`config.mk`:
```
export PLATFORM = sky130hd
export DESIGN_NAME = ecf_readout
export DESIGN_NICKNAME = d
export VERILOG_FILES = /design/src/logic/ecf_pkg.sv /design/src/logic/ecf_fifo_if.sv /design/src/logic/ecf_fifo_store.sv /design/src/logic/ecf_readout.sv
export SDC_FILE = /design/constraint.sdc
export NUM_CORES = 1
export LEC_CHECK = 0
export BUFFER_PORTS_ARGS = -buffer_cell sky130_fd_sc_hd__buf_4
export CORE_ASPECT_RATIO = 0.8
export CORE_UTILIZATION = 44
export CTS_BUF_LIST = sky130_fd_sc_hd__clkbuf_16
export DETAILED_ROUTE_END_ITERATION = 8
export SYNTH_ARGS = -nofsm -noshare
export SYNTH_HDL_FRONTEND = slang
export SYNTH_SLANG_ARGS = --single-unit
```
`constraint.sdc`:
```
create_clock -name sys_clk -period 3 [get_ports sys_clk]
set_input_delay 0.3 -clock sys_clk [delete_from_list [all_inputs] [get_ports sys_clk]]
set_output_delay 0.3 -clock sys_clk [all_outputs]
set_load 0.02 [all_outputs]
```
`src/logic/ecf_pkg.sv`:
```
/*
 ecg sample fifo readout: shared constants, register map and state type.
 assumes a single 25 MHz system clock and a host that talks over the
 serial register port (clock, chip select, data in, data out).
*/
package ecf_pkg;

	// ----------------------------------------------------------------
	// storage geometry
	// ----------------------------------------------------------------
	localparam int ECF_DEPTH   = 32;
	localparam int ECF_WIDTH   = 24;
	localparam int ECF_VOLT_W  = 18;
	localparam int ECF_VOLT_LSB = 6;
	localparam int ECF_TAG_LSB = 3;
	localparam int ECF_CNT_W   = $clog2(ECF_DEPTH) + 1;

	// ----------------------------------------------------------------
	// register map and serial frame
	// ----------------------------------------------------------------
	localparam logic [6:0] ECF_ADDR_BURST  = 7'h20;
	localparam logic [6:0] ECF_ADDR_SINGLE = 7'h21;
	localparam logic [4:0] ECF_CMD_LAST    = 5'h07;
	localparam logic [4:0] ECF_WORD_LAST   = 5'h17;

	// ----------------------------------------------------------------
	// sample tags
	// ----------------------------------------------------------------
	localparam logic [2:0] ECF_TAG_VALID    = 3'h0;
	localparam logic [2:0] ECF_TAG_FAST     = 3'h1;
	localparam logic [2:0] ECF_TAG_EOF      = 3'h2;
	localparam logic [2:0] ECF_TAG_FAST_EOF = 3'h3;
	localparam logic [2:0] ECF_TAG_EMPTY    = 3'h6;
	localparam logic [2:0] ECF_TAG_OVF      = 3'h7;

	typedef enum logic [2:0] {
		ST_IDLE = 3'h1,
		ST_CMD  = 3'h2,
		ST_DATA = 3'h4
	} ecf_state_t;

endpackage : ecf_pkg

```
`src/logic/ecf_fifo_if.sv`:
```
/*
 ecg sample fifo readout: bundle between the serial front end and the
 sample store. assumes both ends run on the same system clock.
*/
`timescale 1ns/1ps
interface ecf_fifo_if;
	import ecf_pkg::*;
	logic                    push;
	logic [ECF_WIDTH-1:0]    pushWord;
	logic                    pop;
	logic                    clear;
	logic [ECF_WIDTH-1:0]    rdWord;
	logic [ECF_CNT_W-1:0]    count;
	logic                    overflow;

	modport store (input push, pushWord, pop, clear, output rdWord, count, overflow);
	modport ctrl  (output push, pushWord, pop, clear, input rdWord, count, overflow);
endinterface : ecf_fifo_if

```
`src/logic/ecf_fifo_store.sv`:
```
/*
 ecg sample fifo readout: circular sample store with read and write pointers.
 assumes depth is a power of two so that the pointers wrap on their own.
*/
`timescale 1ns/1ps
module ecf_fifo_store
	import ecf_pkg::*;
#(
	parameter int DEPTH = ECF_DEPTH
)(
	input  wire logic   sys_clk, // system clock
	input  wire logic   rst_n,   // synchronous reset, active low
	ecf_fifo_if.store   fif      // push, pop and status
);

	localparam int AW = $clog2(DEPTH);

	logic [ECF_WIDTH-1:0] mem [DEPTH];
	logic [AW-1:0]        wrPtr_ff;
	logic [AW-1:0]        rdPtr_ff;
	logic [ECF_CNT_W-1:0] count_ff;
	logic [ECF_CNT_W-1:0] nxt_count;
	logic                 overflow_ff;
	logic                 full;
	logic                 doPush;
	logic                 doPop;

	assign full   = (count_ff == ECF_CNT_W'(DEPTH));
	// once overflowed the store freezes until cleared
	assign doPush = fif.push && !full && !overflow_ff && !fif.clear;
	// a sample is removed only once and never while empty or corrupted
	assign doPop  = fif.pop && (count_ff != '0) && !overflow_ff && !fif.clear;

	assign fif.rdWord   = mem[rdPtr_ff];
	assign fif.count    = count_ff;
	assign fif.overflow = overflow_ff;

	// ----------------------------------------------------------------
	// storage array
	// ----------------------------------------------------------------
	always_ff @(posedge sys_clk)
	begin
		if (doPush)
			mem[wrPtr_ff] <= fif.pushWord;
	end

	// ----------------------------------------------------------------
	// pointers and fill count
	// ----------------------------------------------------------------
	always_ff @(posedge sys_clk)
	begin
		if (!rst_n || fif.clear)
		begin
			wrPtr_ff <= '0;
			rdPtr_ff <= '0;
		end
		else
		begin
			if (doPush)
				wrPtr_ff <= wrPtr_ff + 1'b1;
			if (doPop)
				rdPtr_ff <= rdPtr_ff + 1'b1;
		end
	end

	always_comb
	begin
		nxt_count = count_ff;
		if (doPush && !doPop)
			nxt_count = count_ff + 1'b1;
		else if (doPop && !doPush)
			nxt_count = count_ff - 1'b1;
	end

	always_ff @(posedge sys_clk)
	begin
		if (!rst_n || fif.clear)
			count_ff <= '0;
		else
			count_ff <= nxt_count;
	end

	// ----------------------------------------------------------------
	// overflow: write pointer has lapped the read pointer
	// ----------------------------------------------------------------
	always_ff @(posedge sys_clk)
	begin
		if (!rst_n || fif.clear)
			overflow_ff <= 1'b0;
		else if (fif.push && full)
			overflow_ff <= 1'b1;
	end
endmodule : ecf_fifo_store

```
`src/logic/ecf_readout.sv`:
```
/*
 ecg sample fifo readout: serial register port front end, tag generation,
 fill threshold and clear handling around the circular sample store.
 assumes the serial clock, chip select and data in come from the host in
 another clock domain and are at least four system clocks per half period.
*/
// Function
// fill threshold selects one to thirty-two entries
// fill flag rises when unread count reaches threshold
// host never reads past last stored sample
// write lapping read pointer raises overflow
// host clears fifo after any overflow
// read words: voltage high, tag middle, spare low
// voltage is eighteen-bit left-justified two's complement
// tag sits in word bits five to three
// ordinary sample with more pending tags 000
// fast-recovery sample tags 001
// last stored valid sample tags 010
// last stored fast sample tags 011
// read of empty fifo tags 110
// after overflow words tag 111, flag set
// clear command empties fifo, ends overflow
// resync realigns timing and resets fifo
// host waits after end-of-data before reading
// thirty-two entry circular store, 24-bit words
// pointer advances at edge 32, then every 24
// a consumed sample is never returned again
// reset and clears equalise both pointers
`timescale 1ns/1ps
module ecf_readout
	import ecf_pkg::*;
(
	input  wire logic                  sys_clk,          // system clock
	input  wire logic                  rst_n,            // synchronous reset, active low
	input  wire logic                  sclk,             // serial clock from host
	input  wire logic                  csbN,             // chip select, active low
	input  wire logic                  sdi,              // serial data in
	output logic                       sdo,              // serial data out
	output logic                       sdoOe,            // serial data out enable
	input  wire logic                  sampleValid,      // new conversion, one cycle
	input  wire logic [ECF_VOLT_W-1:0] sampleVoltage,    // conversion voltage
	input  wire logic                  sampleFast,       // taken in fast recovery
	input  wire logic [4:0]            ecgFillThreshold, // unread entries minus one
	input  wire logic                  fifoClearCmd,     // fifo clear pulse
	input  wire logic                  channelResyncCmd, // resync pulse
	output logic                       ecgFillIrqFlag,   // fill threshold reached
	output logic                       ecgOverflowFlag,  // fifo overflowed
	output logic                       resyncPulse,      // realign channel timing
	output logic [ECF_CNT_W-1:0]       ecgUnreadCount    // unread entries
);

	ecf_fifo_if fif ();

	ecf_state_t                state_ff;
	logic       [2:0]          sclkSync_ff;
	logic       [1:0]          csbSync_ff;
	logic       [1:0]          sdiSync_ff;
	logic                      sclkRise;
	logic                      sclkFall;
	logic                      frameOn;
	logic       [4:0]          bitCnt_ff;
	logic       [6:0]          cmd_ff;
	logic       [7:0]          cmdFull;
	logic                      reading_ff;
	logic                      burst_ff;
	logic                      loadReq_ff;
	logic                      loadedValid_ff;
	logic       [ECF_WIDTH-1:0] shift_ff;
	logic                      sdo_ff;
	logic                      sdoOe_ff;
	logic                      fill_ff;
	logic                      resync_ff;
	logic                      wordEnd;
	logic       [10:0]         riseTally_ff;

	// ----------------------------------------------------------------
	// word build: tag is decided when the word is fetched
	// ----------------------------------------------------------------
	function automatic logic [ECF_WIDTH-1:0] makeWord(
		input logic [ECF_WIDTH-1:0] raw,
		input logic [ECF_CNT_W-1:0] cnt,
		input logic                 ovf
	);
		logic [2:0] tag;
		logic [ECF_VOLT_W-1:0] volt;
		tag  = ECF_TAG_VALID;
		volt = raw[ECF_WIDTH-1:ECF_VOLT_LSB];
		if (ovf)
			tag = ECF_TAG_OVF;
		else if (cnt == '0)
		begin
			tag  = ECF_TAG_EMPTY;
			volt = '0;
		end
		else if (cnt == ECF_CNT_W'(1))
			tag = raw[ECF_TAG_LSB] ? ECF_TAG_FAST_EOF : ECF_TAG_EOF;
		else if (raw[ECF_TAG_LSB])
			tag = ECF_TAG_FAST;
		return {volt, tag, 3'h0};
	endfunction : makeWord

	// ----------------------------------------------------------------
	// pin synchronisers and serial clock edges
	// ----------------------------------------------------------------
	always_ff @(posedge sys_clk)
	begin
		if (!rst_n)
		begin
			sclkSync_ff <= 3'h0;
			csbSync_ff  <= 2'h3;
			sdiSync_ff  <= 2'h0;
		end
		else
		begin
			sclkSync_ff <= {sclkSync_ff[1:0], sclk};
			csbSync_ff  <= {csbSync_ff[0], csbN};
			sdiSync_ff  <= {sdiSync_ff[0], sdi};
		end
	end

	assign sclkRise = sclkSync_ff[1] && !sclkSync_ff[2];
	assign sclkFall = !sclkSync_ff[1] && sclkSync_ff[2];
	assign frameOn  = !csbSync_ff[1];
	assign cmdFull  = {cmd_ff, sdiSync_ff[1]};
	assign wordEnd  = sclkRise && (state_ff == ST_DATA) && (bitCnt_ff == ECF_WORD_LAST);

	// ----------------------------------------------------------------
	// frame sequencing
	// ----------------------------------------------------------------
	always_ff @(posedge sys_clk)
	begin
		if (!rst_n || !frameOn)
		begin
			state_ff   <= ST_IDLE;
			bitCnt_ff  <= 5'h00;
			cmd_ff     <= 7'h00;
			reading_ff <= 1'b0;
			burst_ff   <= 1'b0;
			loadReq_ff <= 1'b0;
		end
		else
		begin
			loadReq_ff <= 1'b0;
			case (state_ff)
				ST_IDLE:
					state_ff <= ST_CMD;
				ST_CMD:
					if (sclkRise)
					begin
						cmd_ff    <= cmdFull[6:0];
						bitCnt_ff <= bitCnt_ff + 5'h01;
						if (bitCnt_ff == ECF_CMD_LAST)
						begin
							state_ff   <= ST_DATA;
							bitCnt_ff  <= 5'h00;
							reading_ff <= cmdFull[0] && ((cmdFull[7:1] == ECF_ADDR_BURST)
								|| (cmdFull[7:1] == ECF_ADDR_SINGLE));
							burst_ff   <= cmdFull[7:1] == ECF_ADDR_BURST;
							loadReq_ff <= cmdFull[0] && ((cmdFull[7:1] == ECF_ADDR_BURST)
								|| (cmdFull[7:1] == ECF_ADDR_SINGLE));
						end
					end
				ST_DATA:
					if (sclkRise)
					begin
						bitCnt_ff <= (bitCnt_ff == ECF_WORD_LAST) ? 5'h00 : bitCnt_ff + 5'h01;
						if (bitCnt_ff == ECF_WORD_LAST)
						begin
							// a burst refetches after the pop has settled
							loadReq_ff <= reading_ff && burst_ff;
							reading_ff <= reading_ff && burst_ff;
						end
					end
				default:
					state_ff <= ST_IDLE;
			endcase
		end
	end

	// ----------------------------------------------------------------
	// read pointer advance at the close of each read word fetched while data was stored and no overflow
	// ----------------------------------------------------------------
	assign fif.pop = wordEnd && reading_ff && loadedValid_ff;

	always_ff @(posedge sys_clk)
	begin
		if (!rst_n || fif.clear)
			loadedValid_ff <= 1'b0;
		else if (loadReq_ff)
			loadedValid_ff <= (fif.count != '0) && !fif.overflow;
		else if (fif.pop)
			loadedValid_ff <= 1'b0;
	end

	// ----------------------------------------------------------------
	// output shifter: data changes on serial clock falling edges
	// ----------------------------------------------------------------
	always_ff @(posedge sys_clk)
	begin
		if (!rst_n || !frameOn)
		begin
			shift_ff <= '0;
			sdo_ff   <= 1'b0;
			sdoOe_ff <= 1'b0;
		end
		else
		begin
			sdoOe_ff <= (state_ff == ST_DATA) && reading_ff;
			if (loadReq_ff)
				shift_ff <= makeWord(fif.rdWord, fif.count, fif.overflow);
			else if (sclkFall && state_ff == ST_DATA)
			begin
				sdo_ff   <= reading_ff && shift_ff[ECF_WIDTH-1];
				shift_ff <= {shift_ff[ECF_WIDTH-2:0], 1'b0};
			end
		end
	end

	// ----------------------------------------------------------------
	// sample entry, clears, status
	// ----------------------------------------------------------------
	assign fif.push     = sampleValid;
	assign fif.pushWord = {sampleVoltage, 2'h0, sampleFast, 3'h0};
	// resync and fifo clear share the pointer reset
	assign fif.clear    = fifoClearCmd || channelResyncCmd;

	always_ff @(posedge sys_clk)
	begin
		if (!rst_n)
		begin
			fill_ff   <= 1'b0;
			resync_ff <= 1'b0;
		end
		else
		begin
			fill_ff   <= nxtFill(fif.count, ecgFillThreshold);
			resync_ff <= channelResyncCmd;
		end
	end

	function automatic logic nxtFill(
		input logic [ECF_CNT_W-1:0] cnt,
		input logic [4:0]           thr
	);
		return cnt >= ({1'b0, thr} + 6'h01);
	endfunction : nxtFill

	assign sdo             = sdo_ff;
	assign sdoOe           = sdoOe_ff;
	assign ecgFillIrqFlag  = fill_ff;
	assign ecgOverflowFlag = fif.overflow;
	assign resyncPulse     = resync_ff;
	assign ecgUnreadCount  = fif.count;

	ecf_fifo_store #(
		.DEPTH (ECF_DEPTH)
	) u_store (
		.sys_clk (sys_clk),
		.rst_n   (rst_n),
		.fif     (fif)
	);

	// rising edges seen in this frame, counted apart from the frame sequencer
	always_ff @(posedge sys_clk)
	begin
		if (!rst_n || !frameOn)
			riseTally_ff <= 11'h000;
		else if (sclkRise)
			riseTally_ff <= riseTally_ff + 11'h001;
	end
endmodule : ecf_readout

```
* Yosys cells after proc, flatten, opt, wreduce, memory -nomap -nowiden *
Memories as Yosys holds them, arrays and structs flattened. A register that Yosys moved wholly into a read port is not among the register bits.
Cells that the tools add are included.

word-level totals
  memory bits (writable) = 608
  memories kept = 1
  output and inout port bits = 11
  logic and storage cells = 122
  register bits = 68
  bits of input ports = 32

memories
  name         depth  width  rd ports  clocked after Yosys merged registers in  write ports  line                  source
  u_store.mem  32     19     1         1                                        1            ecf_fifo_store.sv:18  logic [ECF_WIDTH-1:0] mem [DEPTH];

operators by class
  reductions and logical operators = 45
  bitwise operators = 2
  $lt $le $gt $ge = 1
  equality and inequality tests = 13
  multiplexer cells = 35
  add/subtract/negate cells = 6

operators with widths
  kind                   count
  $mux W24               2
  $mux W18               2
  $mux W5                6
  $logic_and A1 B1 Y1    21
  $add A5 B1 Y5 const B  3
  $eq A7 B6 Y1 const B   2
  $mux W1                14
  $mux W3                4
  $mux W6                2
  $pmux W5 S2            1
  $pmux W3 S3            1
  $reduce_and A3 Y1      3
  $logic_not A1 Y1       8
  $reduce_bool A2 Y1     4
  $add A5 B1 Y6 const B  1
  $add A6 B1 Y6 const B  1
  $eq A6 B1 Y1 const B   1
  $eq A6 B6 Y1 const B   1
  $ge A6 B6 Y1           1
  $logic_not A6 Y1       1
  $ne A2 B2 Y1 const B   3
  $reduce_bool A6 Y1     1
  $sub A6 B1 Y6 const B  1
  $eq A5 B3 Y1 const B   1
  11 further kinds       17

* Depth between registers and ports, before layout *
  word-level depth = 12
  gate-level depth with buffers = 12

* Cells and area by module *
A second synthesis with hierarchy kept.

unflattened totals
  cell total of the unflattened synthesis = 1782
  area total of the unflattened synthesis = 32698.9 um2

modules (own cells, without submodules)
  module          instances  area an instance (um2)  cells each
  ecf_fifo_store  1          30352.9                 1523
  ecf_readout     1          2346.0                  259

* Worst setup path before layout *
Ideal clock, no wire load.

  path kind = reg-to-reg
  start = reg u_store.count_ff[0] (netlist: u_store.fif.count[0])
  end = mem u_store.mem[31][0] (netlist name) (enable)
  setup slack = 0.132 ns
  required time = 2.605 ns
  stages on the path, launching flop included = 8
  arrival time = 2.474 ns
  path through = dfxtp_1 > inv_1 > ha_1 > and4b_1 > nor2_2 > nand2_1 > clkbuf_1 > nor2_1

between the ends
  longest elaborated chain between the ends = 7

ends and longest elaborated chain
  element                            line                  source
  start: declaration                 ecf_fifo_store.sv:21  logic [ECF_CNT_W-1:0] count_ff;
  start signal: assignment           ecf_fifo_store.sv:80  count_ff <= nxt_count;
  $eq A6 B6 Y1                       ecf_fifo_store.sv:28  assign full = (count_ff == ECF_CNT_W'(DEPTH));
  $logic_not A1 Y1                   ecf_fifo_store.sv:30  assign doPush = fif.push && !full && !overflow_ff && !fif.clear;
  $logic_and A1 B1 Y1 (3 in series)  ecf_fifo_store.sv:30
  net u_store.doPush                 ecf_fifo_store.sv:25  logic doPush;
  $mux W1                            ecf_fifo_store.sv:43  if (doPush)
  $mux W1 (implied by the code)      ecf_fifo_store.sv:44  mem[wrPtr_ff] <= fif.pushWord;
  end: declaration                   ecf_fifo_store.sv:18

The timed path passes the listed nets, and every way through them passes these cells.

==> results.cfg <==
[status]
status = completed

[routing]
wl_per_cell_um = 27.6
drc_errors = 0
routed_via_density = 5.85
drt_wl_total_mm = 64.3
m1WireLength_mm = 29.7
wl_met2_mm = 28.2
top_layer = met4
vias = 13648
dr_wl_met3_mm = 5.00
first_iter_violations = 1733
dr.pass1.iters = 5
ant_nets = 0

[floorplan]
die_x_um = 275
dieArea_um2 = 60800
die_h_um = 221
ios = 43
fp-row-count = 79
core-area_um2 = 58600
initial_core_util_pct = 44.9

[sta]
fin_crit_ps = 2720
rsz0062_at_grt = false
slew-limit-headroom_pct = 48.8
period_share_pct = 90.8
setup_viol = 0
tightestPinTransition_ps = 768
max_freq_mhz = 367
slew_viol_final = 0
hold_violations = 0
clock_skew_ps = 24.2
fin_setup_tns_ps = 0

[cells_and_area]
drive_gt1_share_pct = 28.1
syn2layout_area_growth_pct = 16.9
nNetsFinal = 1560

[global_route]
grt_max_degree = 33
grt_antenna_before_repair = 0
grt-ovfl-total = 0
grt_pass1_vias = 13551
grt_pass1_wl_mm = 93.3
grtUsageTotal_pct = 21.8

[logic_synthesis]
synthesis.instances = 1357
yosys-top-cells-area = edfxtp_1, mux4_2, dfxtp_1
synth_top_family_by_area = multiplexers
synth_edf_count = 608
synth_top_area_share_pct = 69.4
synth_nets = 1407
synth-simple-area-share_pct = 4.44
synth-compound-area-share_pct = 3.46
syn_area_per_cell_um2 = 19.4
synth-xor-area-share_pct = 0.599
yosys.area_share.adder_pct = 0.856
ys_top_cells_by_count = edfxtp_1, mux4_2, nor2_1
synthMuxAreaShare_pct = 14.3
ys_ff_latch = 681
yosys.area.top_type = edfxtp_1
synth_seq_area_share_pct = 75.0
synth_flop_cell = edfxtp_1
synth.distinct_cells = 52
synth.cell_area_um2 = 26300
yosysMostFrequentCell = edfxtp_1
yosysWarnings = 0
synthArstFlopShare_pct = 0

[clocking]
cts_sinks = 681
cts_max_level = 3
cts_tree = yes
clkLatencyLatePin_ps = 600
cts_buffers = 69
clockBufferDepth = 3
cts-root-buf = clkbuf_16
clk_pin_slew_ps = 60
cts_setup_buffers = 0

[worst_setup_path]
cpMaxStageDelayCell = dfxtp_4
crit_path_max_incr_delay_ps = 680
worstPathMaxFanout = 16
worstSetupPathType = reg -> reg
path_cells = buf_12, buf_4, mux4_2, o22ai_1, nor3_1, o21ai_1, buf_4, o21ai_1
end_kind = flop
cp.required_ps = 3450
critPathArrivalTime_ps = 3170
start_kind = flop

[worst_hold_path]
min_path_type = in -> reg

[power]
power.density_nw_per_um2 = 620
max-vdd-ir-drop_mv = 0.583
power_w = 0.0191
leakage_nw = 9.84

[placed_design]
dp_hpwl_mm = 40.0
gp_congestion = 0.879
portBuffers = 42

[flow_run]
cap_violations = 0
## stage by stage
stage / cells / setup slack, ps / area, µm² / util [%] / hold slack (ps)
detailed placement: 2201 / 330 / 28500 / 48.6 / 393
CTS: 2330 / 313 / 30800 / 52.5 / 40.7
finish: 2331 / 275 / 30800 / 52.5 / 72.3
global placement: 2201 / 349 / 28500 / 48.6 / 393
global route: 2330 / 195 / 30800 / 52.5 / 72.6
floorplan: 1357 / 132 / 26300 / - / 386
## cells by family after synthesis
group | after synthesis
DFF | 681
buffers and inverters | 76
AOI/OAI and AO/OA | 149
adders and majority gates | 18
xor gates and xnor gates | 18
and+or+nand+nor | 230
muxes | 185
## layout make-up
type | count | area (µm²)
timing repair buffer | 147 | 1510
sequential | 681 | 19700
multi-input combinational | 600 | 6310
fill | 4535 | 27900
clock buffer | 71 | 1780
inverter | 11 | 41.3
antenna | 1 | 2.50
clock inverter | 51 | 425
tap | 769 | 962
## placed cells by master, fill, tap and decap left out, drive strengths merged, types with 3 or more instances in the layout
cell type / Yosys / final
and2: 11 / 11
clkbuf: 32 / 71
nor2b: 7 / 7
a221oi: 3 / 3
or3b: 3 / 3
and3: 3 / 3
a22oi: 8 / 8
or3: 6 / 6
nor3: 24 / 24
xor2: 10 / 10
a21oi: 32 / 32
nand2: 31 / 31
ha: 18 / 18
a22o: 3 / 3
nand3b: 5 / 5
dlygate4sd3: 0 / 7
xnor2: 8 / 8
clkinvlp: 0 / 3
or2: 5 / 5
o221ai: 3 / 3
nand4: 11 / 11
inv: 11 / 29
o22ai: 57 / 57
edfxtp: 608 / 608
dfxtp: 73 / 73
o21ai: 29 / 29
bufinv: 0 / 7
mux4: 153 / 153
mux2i: 32 / 32
nor3b: 3 / 3
clkinv: 0 / 23
a211oi: 6 / 6
nor2: 90 / 90
nand2b: 14 / 14
nand3: 9 / 9
buf: 33 / 140
## worst paths after layout
path / endpoint / cells past startpoint / slack (ps) / start
worst max-delay path: shift_ff[11] / 8 / 280 / flop
worst min-delay path: u_store.rdPtr_ff[4] / 4 / 70 / fifoClearCmd
worst max register to register: shift_ff[11] / 8 / 280 / flop
worst min register to register: csbSync_ff[1] / 1 / 400 / csbSync_ff[0]
## worst max-delay path: cells and delay by family (launching register included)
| kind | cells | cell delay, ps |
|---|---|---|
| AO/OA/AOI/OAI | 3 | 580 |
| buffers and inverters | 3 | 620 |
| flip-flops | 1 | 680 |
| multiplexers | 1 | 550 |
| AND/OR/NAND/NOR | 1 | 160 |
## flip-flops by register name, summed over array words and instances, names as in the netlist, named ones only
name                  count
burst_ff                  1
shift_ff                 21
reading_ff                1
loadReq_ff                1
u_store.fif.count         6
sclkSync_ff               3
loadedValid_ff            1
resyncPulse               1
sdiSync_ff                2
cmd_ff                    7
sdo                       1
sdoOe                     1
u_store.wrPtr_ff          5
bitCnt_ff                 5
ecgFillIrqFlag            1
csbSync_ff                2
u_store.mem             608
u_store.fif.overflow      1
u_store.rdPtr_ff          5
state_ff                  3
## routing by layer
metal / vias up / GRT usage, %
met5: - / 0
met4: 0 / 5.40
met3: 83 / 5.50
met2: 537 / 31.6
met1: 7175 / 33.0
li1: 5853 / -
## report_power, final
part           leakage (nW)  internal [W]  switching, W  total, W
combinational          2.65     0.0000756      0.000233  0.000308
sequential             6.06        0.0103    0.00000697    0.0103
clock                  1.13       0.00490       0.00352   0.00843
## timing repair
item,4_1_cts,5_1_grt
hold buffers,7,0
gates resized for setup,0,0
endpoints found under the hold margin,6,0
Note: power is estimated with default switching activity, not from simulation.
